**src/hdl/ssit_pkg.sv**
```systemverilog
// Constants, states and the state record of the split-data I2C target
package ssit_pkg;

   //****************************************************************
   // Bus framing
   //****************************************************************
   localparam int unsigned BYTE_BITS = 8;
   localparam logic [3:0] BIT_CNT_FULL = 4'h8;
   localparam logic [3:0] BIT_CNT_RST = 4'h0;

   // Address byte: bits 7..6 not compared, 5..1 strap, 0 direction
   localparam int unsigned ADDR_STRAP_LSB = 1;
   localparam int unsigned ADDR_STRAP_MSB = 5;
   localparam int unsigned ADDR_DIR_BIT = 0;
   localparam logic DIR_READ = 1'b1;

   //****************************************************************
   // Pointer byte: bits 6..3 register select, 1..0 port
   //****************************************************************
   localparam int unsigned PTR_SEL_LSB = 3;
   localparam int unsigned PTR_SEL_MSB = 6;
   localparam int unsigned PTR_PORT_LSB = 0;
   localparam int unsigned PTR_PORT_MSB = 1;
   localparam logic [3:0] PTR_SEL_RST = 4'h0;
   localparam logic [1:0] PTR_PORT_RST = 2'h0;

   // Register selects that act on all four ports together
   localparam logic [3:0] SEL_COMMON_READ = 4'h0;
   localparam logic [3:0] SEL_COMMON_CTRL = 4'h1;
   localparam logic [3:0] SEL_COMMON_TEST = 4'hF;
   localparam logic [3:0] PORT_MASK_ALL = 4'hF;
   localparam logic [3:0] PORT_MASK_RST = 4'h0;
   localparam logic [7:0] BYTE_RST = 8'h00;
   localparam logic [4:0] STRAP_RST = 5'h00;

   //****************************************************************
   // States and state record
   //****************************************************************
   typedef enum logic [9:0] {
      ST_IDLE   = 10'h001,
      ST_ADDR   = 10'h002,
      ST_AACK   = 10'h004,
      ST_PTR    = 10'h008,
      ST_PACK   = 10'h010,
      ST_WDATA  = 10'h020,
      ST_WACK   = 10'h040,
      ST_RDATA  = 10'h080,
      ST_RACK   = 10'h100,
      ST_IGNORE = 10'h200
   } ssit_state_e;

   typedef struct packed {
      logic        por_s1;
      logic        por_s2;
      logic        scl_s1;
      logic        scl_s2;
      logic        scl_p;
      logic        sda_s1;
      logic        sda_s2;
      logic        sda_p;
      logic [4:0]  strap_s1;
      logic [4:0]  strap_s2;
      ssit_state_e state;
      logic [3:0]  cnt;
      logic [7:0]  shreg;
      logic        is_read;
      logic [3:0]  ptr_sel;
      logic [1:0]  ptr_port;
      logic        sda_oe_n;
      logic        sda_lvl;
      logic        wr_stb;
      logic [3:0]  wr_sel;
      logic [1:0]  wr_port;
      logic [3:0]  wr_mask;
      logic [7:0]  wr_data;
      logic        rd_stb;
   } ssit_state_s;

endpackage

```
**src/hdl/ssit_top.sv**
```systemverilog
// Split-data I2C target: address decode, pointer latch, one-byte access
//
// Function
// - Receive on data input, answer on output
// - Clock only sampled; never driven, target only
// - Read: pointer write, stop, start, read byte
// - Write: address, pointer, data, each acknowledged
// - Held in reset until power-on released
// - Start/stop: data edge while clock high
// - Compare address bits 5..1 with straps
// - Address bit 0 high means read
// - Upper two address bits never compared
// - Match: acknowledge low through ninth clock
// - Latch pointer at falling edge, then acknowledge
// - Write data stored, then acknowledged
// - Common select hits all ports, else one
// - Read byte shifted out MSB first
// - Pointer kept across stop and start
// - Pointer: bits 6..3 select, 1..0 port
`timescale 1ns/1ps

module ssit_top
(
   // Clock and reset
   input  wire logic       clock,
   input  wire logic       reset,
   input  wire logic       por_done,
   // Serial link pins
   input  wire logic       scl_in,
   input  wire logic       serial_data_in,
   output logic            serial_data_out,
   output logic            serial_data_out_oe_n,
   input  wire logic [4:0] address_strap_pins,
   // Register write strobe
   output logic            wr_stb,
   output logic [3:0]      wr_sel,
   output logic [1:0]      wr_port,
   output logic [3:0]      wr_port_mask,
   output logic [7:0]      wr_data,
   // Register read side
   output logic            rd_stb,
   output logic [3:0]      ptr_sel,
   output logic [1:0]      ptr_port,
   input  wire logic [7:0] rd_data
);

   //****************************************************************
   // Helpers
   //****************************************************************
   // common versus per-port
   function automatic logic [3:0] port_mask(input logic [3:0] sel,
                                            input logic [1:0] port);
      logic [3:0] m;
      m = ssit_pkg::PORT_MASK_RST;
      if ((sel == ssit_pkg::SEL_COMMON_READ) ||
          (sel == ssit_pkg::SEL_COMMON_CTRL) ||
          (sel == ssit_pkg::SEL_COMMON_TEST))
      begin
         m = ssit_pkg::PORT_MASK_ALL;
      end
      else
      begin
         m[port] = 1'b1;
      end
      return m;
   endfunction

   function automatic ssit_pkg::ssit_state_s reset_state();
      ssit_pkg::ssit_state_s r;
      r.por_s1   = 1'b0;
      r.por_s2   = 1'b0;
      r.scl_s1   = 1'b1;
      r.scl_s2   = 1'b1;
      r.scl_p    = 1'b1;
      r.sda_s1   = 1'b1;
      r.sda_s2   = 1'b1;
      r.sda_p    = 1'b1;
      r.strap_s1 = ssit_pkg::STRAP_RST;
      r.strap_s2 = ssit_pkg::STRAP_RST;
      r.state    = ssit_pkg::ST_IDLE;
      r.cnt      = ssit_pkg::BIT_CNT_RST;
      r.shreg    = ssit_pkg::BYTE_RST;
      r.is_read  = 1'b0;
      r.ptr_sel  = ssit_pkg::PTR_SEL_RST;
      r.ptr_port = ssit_pkg::PTR_PORT_RST;
      r.sda_oe_n = 1'b1;
      r.sda_lvl  = 1'b0;
      r.wr_stb   = 1'b0;
      r.wr_sel   = ssit_pkg::PTR_SEL_RST;
      r.wr_port  = ssit_pkg::PTR_PORT_RST;
      r.wr_mask  = ssit_pkg::PORT_MASK_RST;
      r.wr_data  = ssit_pkg::BYTE_RST;
      r.rd_stb   = 1'b0;
      return r;
   endfunction

   //****************************************************************
   // State record
   //****************************************************************
   ssit_pkg::ssit_state_s q;
   ssit_pkg::ssit_state_s d;

   logic scl_rise;
   logic scl_fall;
   logic start_seen;
   logic stop_seen;
   logic addr_match;

   always_comb
   begin
      d = q;
      // Two flip-flops on every link, strap and power-on pin before use; rd_data and reset used directly
      d.por_s1   = por_done;
      d.por_s2   = q.por_s1;
      d.scl_s1   = scl_in;
      d.scl_s2   = q.scl_s1;
      d.scl_p    = q.scl_s2;
      d.sda_s1   = serial_data_in;
      d.sda_s2   = q.sda_s1;
      d.sda_p    = q.sda_s2;
      d.strap_s1 = address_strap_pins;
      d.strap_s2 = q.strap_s1;
      d.wr_stb   = 1'b0;
      d.rd_stb   = 1'b0;

      // clock edges found by sampling only
      scl_rise = q.scl_s2 & ~q.scl_p;
      scl_fall = ~q.scl_s2 & q.scl_p;
      start_seen = q.scl_s2 & q.scl_p & ~q.sda_s2 & q.sda_p;
      stop_seen  = q.scl_s2 & q.scl_p & q.sda_s2 & ~q.sda_p;
      addr_match = (q.shreg[ssit_pkg::ADDR_STRAP_MSB:
                            ssit_pkg::ADDR_STRAP_LSB] == q.strap_s2);

      if (start_seen)
      begin
         d.state    = ssit_pkg::ST_ADDR;
         d.cnt      = ssit_pkg::BIT_CNT_RST;
         d.sda_oe_n = 1'b1;
      end
      else if (stop_seen)
      begin
         // stop returns to idle, pointer kept
         d.state    = ssit_pkg::ST_IDLE;
         d.sda_oe_n = 1'b1;
      end
      else if (scl_rise)
      begin
         case (q.state)
            ssit_pkg::ST_ADDR,
            ssit_pkg::ST_PTR,
            ssit_pkg::ST_WDATA:
            begin
               // data taken from input path only
               if (q.cnt != ssit_pkg::BIT_CNT_FULL)
               begin
                  d.shreg = {q.shreg[6:0], q.sda_s2};
                  d.cnt   = q.cnt + 4'h1;
               end
            end
            ssit_pkg::ST_RDATA:
            begin
               d.cnt = q.cnt + 4'h1;
            end
            default:
            begin
               d.cnt = q.cnt;
            end
         endcase
      end
      else if (scl_fall)
      begin
         case (q.state)
            ssit_pkg::ST_ADDR:
            begin
               if (q.cnt == ssit_pkg::BIT_CNT_FULL)
               begin
                  d.is_read = (q.shreg[ssit_pkg::ADDR_DIR_BIT] ==
                               ssit_pkg::DIR_READ);
                  if (addr_match)
                  begin
                     d.state    = ssit_pkg::ST_AACK;
                     d.sda_oe_n = 1'b0;
                  end
                  else
                  begin
                     d.state    = ssit_pkg::ST_IGNORE;
                     d.sda_oe_n = 1'b1;
                  end
               end
            end
            ssit_pkg::ST_AACK:
            begin
               d.cnt = ssit_pkg::BIT_CNT_RST;
               if (q.is_read)
               begin
                  // byte from kept pointer, MSB first
                  d.shreg    = {rd_data[6:0], 1'b0};
                  d.sda_oe_n = rd_data[7];
                  d.rd_stb   = 1'b1;
                  d.state    = ssit_pkg::ST_RDATA;
               end
               else
               begin
                  d.sda_oe_n = 1'b1;
                  d.state    = ssit_pkg::ST_PTR;
               end
            end
            ssit_pkg::ST_PTR:
            begin
               if (q.cnt == ssit_pkg::BIT_CNT_FULL)
               begin
                  d.ptr_sel  = q.shreg[ssit_pkg::PTR_SEL_MSB:
                                       ssit_pkg::PTR_SEL_LSB];
                  d.ptr_port = q.shreg[ssit_pkg::PTR_PORT_MSB:
                                       ssit_pkg::PTR_PORT_LSB];
                  d.sda_oe_n = 1'b0;
                  d.state    = ssit_pkg::ST_PACK;
               end
            end
            ssit_pkg::ST_PACK:
            begin
               d.cnt      = ssit_pkg::BIT_CNT_RST;
               d.sda_oe_n = 1'b1;
               d.state    = ssit_pkg::ST_WDATA;
            end
            ssit_pkg::ST_WDATA:
            begin
               if (q.cnt == ssit_pkg::BIT_CNT_FULL)
               begin
                  d.wr_stb   = 1'b1;
                  d.wr_sel   = q.ptr_sel;
                  d.wr_port  = q.ptr_port;
                  d.wr_mask  = port_mask(q.ptr_sel, q.ptr_port);
                  d.wr_data  = q.shreg;
                  d.sda_oe_n = 1'b0;
                  d.state    = ssit_pkg::ST_WACK;
               end
            end
            ssit_pkg::ST_WACK:
            begin
               // Further bytes ignored; only one per transfer
               d.sda_oe_n = 1'b1;
               d.state    = ssit_pkg::ST_IGNORE;
            end
            ssit_pkg::ST_RDATA:
            begin
               if (q.cnt == ssit_pkg::BIT_CNT_FULL)
               begin
                  d.sda_oe_n = 1'b1;
                  d.state    = ssit_pkg::ST_RACK;
               end
               else
               begin
                  d.sda_oe_n = q.shreg[7];
                  d.shreg    = {q.shreg[6:0], 1'b0};
               end
            end
            ssit_pkg::ST_RACK:
            begin
               d.sda_oe_n = 1'b1;
               d.state    = ssit_pkg::ST_IGNORE;
            end
            default:
            begin
               d.sda_oe_n = 1'b1;
            end
         endcase
      end

      // interface held in reset until power-on released
      if (!q.por_s2)
      begin
         d          = reset_state();
         d.por_s1   = por_done;
         d.por_s2   = q.por_s1;
         d.scl_s1   = scl_in;
         d.scl_s2   = q.scl_s1;
         d.scl_p    = q.scl_s2;
         d.sda_s1   = serial_data_in;
         d.sda_s2   = q.sda_s1;
         d.sda_p    = q.sda_s2;
         d.strap_s1 = address_strap_pins;
         d.strap_s2 = q.strap_s1;
      end
   end

   always_ff @(posedge clock)
   begin
      if (reset)
      begin
         q <= reset_state();
      end
      else
      begin
         q <= d;
      end
   end

   //****************************************************************
   // Outputs
   //****************************************************************
   // output path: pull low or release
   assign serial_data_out      = q.sda_lvl;
   assign serial_data_out_oe_n = q.sda_oe_n;
   assign wr_stb               = q.wr_stb;
   assign wr_sel               = q.wr_sel;
   assign wr_port              = q.wr_port;
   assign wr_port_mask         = q.wr_mask;
   assign wr_data              = q.wr_data;
   assign rd_stb               = q.rd_stb;
   assign ptr_sel              = q.ptr_sel;
   assign ptr_port             = q.ptr_port;

endmodule

```
**config.mk**
```make
export PLATFORM = sky130hd
export DESIGN_NAME = ssit_top
export DESIGN_NICKNAME = d
export VERILOG_FILES = /design/src/hdl/ssit_pkg.sv /design/src/hdl/ssit_top.sv
export SDC_FILE = /design/constraint.sdc
export NUM_CORES = 1
export LEC_CHECK = 0
export ABC_AREA = 1
export BUFFER_PORTS_ARGS = -buffer_cell sky130_fd_sc_hd__buf_2
export CAP_MARGIN = 20
export CORE_ASPECT_RATIO = 0.9
export CORE_MARGIN = 1
export CORE_UTILIZATION = 50
export DETAILED_ROUTE_END_ITERATION = 10
export HOLD_SLACK_MARGIN = 0.12
export PLACE_DENSITY_LB_ADDON = 0.08
export SYNTH_ARGS = -nofsm -noshare
export SYNTH_HDL_FRONTEND = slang
export SYNTH_SLANG_ARGS = --single-unit
```
**constraint.sdc**
```tcl
create_clock -name clock -period 2.25 [get_ports clock]
set_input_delay 0.3375 -clock clock [delete_from_list [all_inputs] [get_ports clock]]
set_output_delay 0.3375 -clock clock [all_outputs]
set_load 0.005 [all_outputs]
```
# Yosys cells after proc, flatten, opt, wreduce, memory -nomap -nowiden
# Cells that the tools add are included.
[word_totals]
register_bits = 68
in_bits = 18
output_inout_bits = 28
word_cells = 141
[op_classes]
add_sub_neg = 1
magnitude_cmp = 2
n_eq_ne = 29
n_mux = 41
bitwise_logic = 18
n_reduce_logical = 26
[op_table]
columns = ["cell", "count"]
rows = [
  ["one-hot mux 10 bit (7 select lines)", 1],
  ["2-to-1 mux 10 bit", 5],
  ["2-to-1 mux 7 bit", 6],
  ["2-to-1 mux 8 bit", 5],
  ["2-to-1 mux 19 bit", 2],
  ["2-to-1 mux 12 bit", 2],
  ["2-to-1 mux 22 bit", 1],
  ["inequality test 4 bit, second input constant", 5],
  ["AND reduction 6 bit", 3],
  ["one-hot mux 8 bit (2 select lines)", 1],
  ["AND reduction 7 bit", 2],
  ["OR reduction 7 bit", 2],
  ["2-to-1 mux 6 bit", 2],
  ["NOT 1 bit", 11],
  ["== test 10 x 2 -> 1 bit, second input constant", 1],
  ["== test 10 x 3 -> 1 bit, second input constant", 1],
  ["== test 10 x 4 -> 1 bit, second input constant", 1],
  ["== test 10 x 5 -> 1 bit, second input constant", 1],
  ["== test 10 x 6 -> 1 bit, second input constant", 1],
  ["== test 10 x 7 -> 1 bit, second input constant", 1],
  ["== test 10 x 8 -> 1 bit, second input constant", 1],
  ["== test 10 x 9 -> 1 bit, second input constant", 1],
  ["AND reduction 5 bit", 2],
  ["2-to-1 mux 1 bit", 9],
  ["other kinds (28)", 50],
]

# Logic depth before layout (Yosys ltp)
# Gate-level depths: netlist of run 1.
[depth]
word_depth = 12
mapped_depth = 12
mapped_depth_nobuf = 12

# Least setup slack after synthesis of run 1
# OpenSTA, ideal clock, no wires.
[synth_timing]
kind = "reg2reg"
start = "register q[64] (netlist name)"
end = "register q, in the netlist ptr_port[1]"
setup_time_ps = 113
arrival_time_ps = 1663
t_required_ps = 2137
setup_slack_ps = 474
stages_incl_launch_ff = 10
n_path_buf = 1
period_less_slack_ps = 1776
cell_sequence = "dfxtp_1 inv_1 ha_1 nor2_1 inv_1 a31oi_1 nand3_2 buf_6 nor2_1 nor2_1"
[synth_between]
elab_chain_cells = 5
elab_cells_between_ends = 13
cone_classes = "eq/ne (1); bitwise (11); reduce/logical (1)"
[synth_lines]
columns = ["item", "line_no", "source"]
rows = [
  ["start, declared", "ssit_top.sv:100", "ssit_pkg::ssit_state_s q;"],
  ["start signal, assigned", "ssit_top.sv:291", "q <= reset_state();"],
  ["bitwise AND 1 bit", "ssit_top.sv:129, ssit_top.sv:130", ""],
  ["bitwise AND 1 bit (on tied branches) (2 in series)", "ssit_top.sv:129, ssit_top.sv:130", ""],
  ["inequality test 6 bit (no source line) or NOT 1 bit (tied branches)", "--", ""],
  ["AND reduction 6 bit (no source line) *", "--", ""],
]
# Every way passes the cells marked *; elsewhere a longest branch is shown, timed or not.
# A chain may end at the register's enable or synchronous reset.

# Worst setup path in the final report of run 1
[layout_timing]
start = "register q[64] (netlist name)"
end = "register q, in the netlist wr_port_mask[1]"
[layout_between]
elab_chain_cells = 5
elab_cells_between_ends = 12
cone_classes = "bitwise (11); reduce/logical (1)"
[layout_lines]
columns = ["item", "line_no"]
rows = [
  ["bitwise AND 1 bit", "ssit_top.sv:129, ssit_top.sv:130"],
  ["bitwise AND 1 bit (on tied branches) (2 in series)", "ssit_top.sv:129, ssit_top.sv:130"],
  ["NOT 1 bit (no source line)", "--"],
  ["AND reduction 6 bit (no source line) *", "--"],
]
# Marks and branches as above.

==> results of run 1 <==
## cell type report
cell class / instances / area share
clock inverters: 6 / 0.0294
well taps: 90 / 0.0294
flip-flops and latches: 68 / 0.355
clock buffers: 10 / 0.0333
inverters: 70 / 0.0689
multi-input cells: 321 / 0.414
repair buffers: 50 / 0.0693
## sequential cells by signal, summed over array words and instances (netlist names)
name and count:
ptr_port 2, q 41, wr_data 8, wr_sel 4, wr_port_mask 4, wr_stb 1, wr_port 2, serial_data_out_oe_n 1
ptr_sel 4, rd_stb 1
## routing by layer
metal,vias to the layer above,global-route usage,part of all wire
met5,-,0,0
met4,0,0.0524,0.0086
met2,83,0.342,0.44
met1,1341,0.307,0.50
li1,1573,-,-
met3,7,0.0650,0.055
## final timing paths
path,startpoint,slack (ps),depth (start not counted),to
min,scl_in,180,2,q[66]
min reg2reg,q[56],400,2,q[51]
max,q[64],240,10,wr_port_mask[1]
max reg2reg,q[64],240,10,wr_port_mask[1]
## power breakdown
group          leakage [nW]  internal, mW  switching (mW)  total, mW
logic                  1.18        0.0370          0.0527     0.0897
clock network         0.120         0.738           0.474       1.21
registers             0.551          1.22         0.00593       1.22
## Yosys cell counts, types with 2 or more instances
cell type / number
nor3_1: 2
clkbuf_1: 3
nand2_1: 78
o22ai_1: 4
a21oi_1: 17
o21ai_0: 29
nand3_1: 28
nor2_1: 100
a211oi_2: 2
or2_2: 4
xor2_1: 3
nor4_1: 2
inv_1: 66
nand4_1: 5
buf_6: 2
nand3b_1: 2
xnor2_1: 2
buf_4: 26
a31oi_1: 5
ha_1: 6
nand2_2: 5
nor2_2: 10
buf_2: 2
nand3_2: 5
nor2_4: 3
inv_2: 2
dfxtp_1: 68
## metrics by stage
stage	area [um2]	util
2_1_floorplan	3450	-
3_3_place_gp	3590	0.542
3_5_place_dp	3590	0.542
4_1_cts	3830	0.578
5_1_grt	3830	0.578
6_report	3830	0.578
## worst register-to-register path, delay by kind of cell, from the launching register on
family	cells	cell delay, ps
AOI/OAI and AO/OA	1	160
adders and majority gates	1	240
buffers and inverters	2	320
DFF	1	350
and+or+nand+nor	6	870
## kinds of logic after synthesis
| kind of cell | count (synthesis) | synth area share |
|---|---|---|
| flip-flops | 68 | 0.394 |
| other | 1 | 0.00109 |
| adder cells (fa/ha/maj) | 6 | 0.0218 |
| AND/OR/NAND/NOR | 248 | 0.325 |
| XOR/XNOR | 5 | 0.0127 |
| AO/OA/AOI/OAI | 61 | 0.0993 |
| buffers and inverters | 103 | 0.146 |
## cell usage in the layout (no fill, tap or decap), types with 5 or more instances in the layout
cell type  count
nand2_2        5
buf_2         44
a31oi_1        5
dfxtp_1       68
nand3_1       28
buf_4          6
ha_1           6
nand4_1        5
nor2_1       100
nand2_1       78
nand3_2        5
o21ai_0       29
clkbuf_8       9
inv_1         66
nor2_2        10
a21oi_1       17
==> qor.txt, run 1 <==
Final-report hold violation count - 0
Post-synth EDFFs - 0
RSZ-0062 raised after global routing - no
Post-Route Setup TNS - 0 ps
Fraction of registers with async set/reset - 0
Synth warn - 0
Max cap viols - 0
Clock Pin Slew Worst Setup and Hold Paths - 80 ps
Highest ir drop seen on vdd - 0.505 mV
Total wire length - 7.59 mm
Cts bufs inserted - 9
CP startpoint kind - register
Clock tree sinks - 68
Die area - 7240 um2
Worst path cell trace - ha_1, nand3b_1, nand2_1, nor2_1, inv_1, nor2_1, nand2_1, inv_1, nand3_1, a31oi_1
Fillers - 672
Leakage - 1.85 nW
Yosys cell types - 38
Routed vias - 3004
PD cells - 659 nW/um2
Vias in the first global route - 2581
Die height - 80.8 um
ANT cells - 0
Iteration-0 DRC Markers - 131
CTS tree - done
Worst skew pair latency - 350 ps
# rows - 28
Critical Path End Type - register
Largest net degree at the start of global routing - 26
Synth area leaders - dfxtp_1 (39%), nor2_1 (11%), nand2_1 (8.5%), inv_1 (7.2%), buf_4 (5.7%)
GRT Util Overall - 0.223
Synthesis-to-layout area growth - 11.0%
Nets - 544
Min Hold Slack - 177 ps
CP Class - reg -> reg
Post-synthesis net count - 516
Cts repair resizes - 0
Die X - 89.6 um
Data arrival time of the critical path - 2280 ps
Cell Area, Synth - 3450 um2
Max clock buf depth - 2
Number of remaining DRC errors - 0
Max Slew Vio Count - 0
Worst setup margin - 239 ps
Hold_buf cts - 0
Critical Path RT - 2520 ps
DR pass1 iterations - 4
Register area share after synthesis - 0.394
H-tree levels - 3
Syn Area/Cell - 7.01 um2
Core Area - 6620 um2
Antenna-violating nets left - 0
PnR Total Power - 2.53 mW
Slowest stage delay, CP - 350 ps
Worst hold path class - in -> reg
Drt via density - 4.88
Dpl ws - 287 ps
Port Buffer Count - 44
Routed len/inst - 12.3 um
Top cell type's share of synthesized area - 0.394
Initial Utilization - 0.521
Final Setup Violations - 0
Crit path buf inv count - 2
Period minus WS final - 2010 ps
Yosys top cell by area - dfxtp_1
Fmax - 0.497 GHz
Final Skew - 8.69 ps
CP Max Fanout - 9
Hpwl dp - 5.61 mm
Area of the multi-input gates - 1590 um2
Register area - 1360 um2
DP Cell Count - 599
Synth Flop Type - dfxtp_1
Yosys reg bits - 68
Non-Filler Instances - 615
Layout cells sized above 1 - 0.190
Critical path's top delay family - simple AND/OR/NAND/NOR gates
First-pass GRT wire length - 12.2 mm
Routability Congestion - 0.873
Initial antenna violation count - 0
Outcome - finished clean
Root Driver - clkbuf_8
I/O pin cnt - 46
Remaining Overflow, GRT - 0
Post-CTS setup buffer count - 0
Final period util - 0.894
Cells after synthesis - 492
Slowest cell on the critical path - dfxtp_1
Note: power is estimated with default switching activity, not from simulation.
==> inputs of run 2 (changes only) <==
--- a/config.mk
+++ b/config.mk
@@ -5,7 +5,6 @@
 export SDC_FILE = /design/constraint.sdc
 export NUM_CORES = 1
 export LEC_CHECK = 0
-export ABC_AREA = 1
 export BUFFER_PORTS_ARGS = -buffer_cell sky130_fd_sc_hd__buf_2
 export CAP_MARGIN = 20
 export CORE_ASPECT_RATIO = 0.9
@@ -14,6 +13,7 @@
 export DETAILED_ROUTE_END_ITERATION = 10
 export HOLD_SLACK_MARGIN = 0.12
 export PLACE_DENSITY_LB_ADDON = 0.08
+export RECOVER_POWER = 100
 export SYNTH_ARGS = -nofsm -noshare
 export SYNTH_HDL_FRONTEND = slang
 export SYNTH_SLANG_ARGS = --single-unit
==> run 2 against run 1 <==
Compared with the run above: total power shrank 4.8%; final area is 5.3% higher; largest power group unchanged; highest routed layer unchanged; critical path depth fell by 2; register-to-register slack got worse by 230 ps; fmax is 10% lower; final cell count decreased by 15%; combinational power decreased by 0.9%.
==> qor.txt, run 2 <==
Cells after synthesis - 381 (-23%)
Clock tree sinks - 68 (unchanged)
Non-Filler Instances - 524 (-15%)
PD cells - 596 nW/um2 (-9.6%)
Most common cell after layout, fill and taps aside - dfxtp_1
Final-report hold violation count - 0 (unchanged)
Data arrival time of the critical path - 2460 ps (+180 ps)
Worst path cell trace - inv_1, ha_2, and3b_1, or4_4, a2111o_1, clkbuf_16, nand3_2, o31ai_4
Synthesis-to-layout area growth - 22.5%
Initial Utilization - 0.527 (+0.00556)
Post-synth EDFFs - 0 (unchanged)
Top cell type's share of synthesized area - 0.414 (+0.0190)
Post-route cell area - 4030 um2 (+5.3%)
Total wire length - 7.69 mm (+1.4%)
Crit path buf inv count - 2 (unchanged)
Routed len/inst - 14.7 um (+19%)
Clock Pin Slew Worst Setup and Hold Paths - 70 ps (about the same)
Highest ir drop seen on vdd - 0.478 mV (-5.3%)
Internal power - 1.88 mW (-5.7%)
Largest register FFs - 41 (unchanged)
Post-synthesis net count - 405 (-22%)
Worst setup margin - 7.49 ps (-232 ps)
Slew HR - 0.557
Cell Area, Synth - 3290 um2 (-4.6%)
Max clock buf depth - 2 (unchanged)
Drt via density - 5.36 (+9.8%)
Critical Path End Type - register
I/O pin cnt - 46 (unchanged)
Register area share after synthesis - 0.414 (+0.0190)
Dpl ws - 24.2 ps (-263 ps)
Max Slew Vio Count - 0 (unchanged)
Largest net degree at the start of global routing - 34 (+31%)
Initial antenna violation count - 0 (unchanged)
ANT cells - 0 (unchanged)
Period minus WS final - 2240 ps (+232 ps)
Routed vias - 2811 (-6.4%)
Root Driver - clkbuf_8
DR pass1 iterations - 5 (+1)
Final Setup Violations - 0 (unchanged)
Outcome - finished clean
CP startpoint kind - register
Die area - 6910 um2 (-4.5%)
PnR Total Power - 2.40 mW (-4.8%)
DP Area - 3650 um2 (+1.7%)
Leakage - 1.53 nW (-17%)
Final Skew - 11.3 ps (+2.62 ps)
Logic gate share of total power - 0.037 (about the same)
Yosys cell types - 45 (+18%)
Yosys reg bits - 68 (unchanged)
Switching power total - 525 uW (-1.4%)
Nets - 456 (-16%)
Synth area leaders - dfxtp_1 (41%), buf_4 (5.7%), a21oi_1 (4.1%), nand2_1 (3.8%), nor2_1 (3.5%)
Routability Congestion - 0.879 (+0.76%)
Top reg by flops - q
Top-count cell post-synth - dfxtp_1
Post-synth top cells - dfxtp_1 (68), nand2_1 (33), nor2_1 (31)
Core Area - 6250 um2 (-5.6%)
RSZ-0062 raised after global routing - yes
DP Cell Count - 502 (-16%)
CTS tree - done
GRT Util Overall - 0.229 (+0.00689)
Clock power frac - 0.455 (-0.025)
First-pass GRT wire length - 12.0 mm (-1.6%)
Antenna-violating nets left - 0 (unchanged)
Vias in the first global route - 2487 (-3.6%)
Port Buffer Count - 44 (unchanged)
Sw Share - 0.218 (+0.00754)
Most frequent cells in the layout - dfxtp_1 (61), buf_4 (39), nand2_1 (33)
# rows - 27 (-3.6%)
H-tree levels - 3 (unchanged)
Yosys top cell by area - dfxtp_1
Slowest cell on the critical path - a2111o_1
Critical path's top delay family - simple AND/OR/NAND/NOR gates
CP Class - reg -> reg
Synth warn - 0 (unchanged)
Sequential power share - 0.508 (+0.024)
Worst skew pair latency - 340 ps (about the same)
Die X - 87.5 um (-2.3%)
Worst hold path class - in -> reg
Slowest stage delay, CP - 530 ps (+180 ps)
Max cap viols - 0 (unchanged)
Hpwl dp - 5.37 mm (-4.3%)
Die height - 79.0 um (-2.3%)
Slew @ Worst Pin - 665 ps
Fraction of registers with async set/reset - 0 (unchanged)
Syn Area/Cell - 8.64 um2 (+23%)
Iteration-0 DRC Markers - 181 (+38%)
Number of remaining DRC errors - 0 (unchanged)
Remaining Overflow, GRT - 0 (unchanged)
Layout cells sized above 1 - 0.295 (+0.105)
CP Max Fanout - 7 (-2)
Cts bufs inserted - 9 (unchanged)
Fmax - 0.446 GHz (-10%)
Synth Flop Type - dfxtp_1
Critical Path RT - 2470 ps (-50 ps)
Final period util - 0.997 (+0.103)
-- run 2: changes by cell type after synthesis, sizes merged, moves of 11 or more --
| cell | before | now |
|---|---|---|
| clkbuf | 3 | 15 |
| inv | 68 | 11 |
| mux2i | 0 | 11 |
| nand2 | 83 | 33 |
| nand3 | 33 | 14 |
| nor2 | 113 | 31 |
| nor2b | 0 | 16 |
| nor3 | 3 | 16 |
| o21ai | 30 | 6 |
-- run 2: worst paths after layout --
| path | from | endpoint | slack (ps) | depth (start not counted) |
|---|---|---|---|---|
| setup / recovery | q[38] | q[33] | 7 | 8 |
| hold / removal | serial_data_in | q[63] | 180 | 2 |
| setup reg to reg | q[38] | q[33] | 7 | 8 |
| hold reg to reg | q[63] | q[62] | 410 | 1 |
-- run 2: area by class of cell --
class / instances / area (um2)
Fill cell: 549 / 2220
Multi-Input combinational cell: 255 / 1730
Sequential cell: 68 / 1370
Timing Repair Buffer: 87 / 566
Clock buffer: 10 / 128
Tap cell: 87 / 109
Clock inverter: 6 / 88.8
Inverter: 11 / 41.3
-- run 2: kinds of logic after synthesis --
kind of cell,share of synthesized area
adders and majority gates,0.0228
buffers and inverters,0.0988
other,0.00114
xor gates and xnor gates,0.0372
muxes,0.0403
DFF,0.414
and+or+nand+nor,0.243
AOI/OAI and AO/OA,0.143
-- run 2: per-stage QoR --
stage	util	hold WS (ps)	setup TNS, ps
6_report	0.645	184	0
5_1_grt	0.645	157	-362
3_5_place_dp	0.584	399	0
4_1_cts	0.619	167	0
3_3_place_gp	0.584	393	0
2_1_floorplan	-	389	0
-- run 2: timing repair --
item	in CTS	in global routing
gates resized for setup	0	28
pin swaps	1	9
gates cloned	0	1
hold buffers	0	0
buffers inserted	0	5
endpoints found under the hold margin	0	0
setup endpoints to repair	1	32
-- run 2: layer usage --
metal / up-vias / share of wire / track usage
met5: - / 0 / 0
met4: 0 / 0.0094 / 0.0656
met3: 12 / 0.056 / 0.0821
met2: 100 / 0.45 / 0.341
met1: 1303 / 0.48 / 0.312
li1: 1396 / - / -
-- run 2: power by group through the flow --
| stage | sequential, mW | clock [mW] | combinational (mW) |
|---|---|---|---|
| after CTS | 1.22 | 1.12 | 0.0860 |
| final | 1.22 | 1.09 | 0.0889 |
| after detailed placement | 1.25 | 0 | 0.0857 |
| after global placement | 1.25 | 0 | 0.0855 |
| after global routing | 1.22 | 1.17 | 0.0964 |
| after floorplan | 1.25 | 0 | 0.0522 |
-- run 2: worst register-to-register path, stage by stage (launching register included) --
cell and delay, ps:
dfxtp_2 350, inv_1 60, ha_2 170, and3b_1 180, or4_4 480, a2111o_1 530
clkbuf_16 210, nand3_2 90, o31ai_4 60
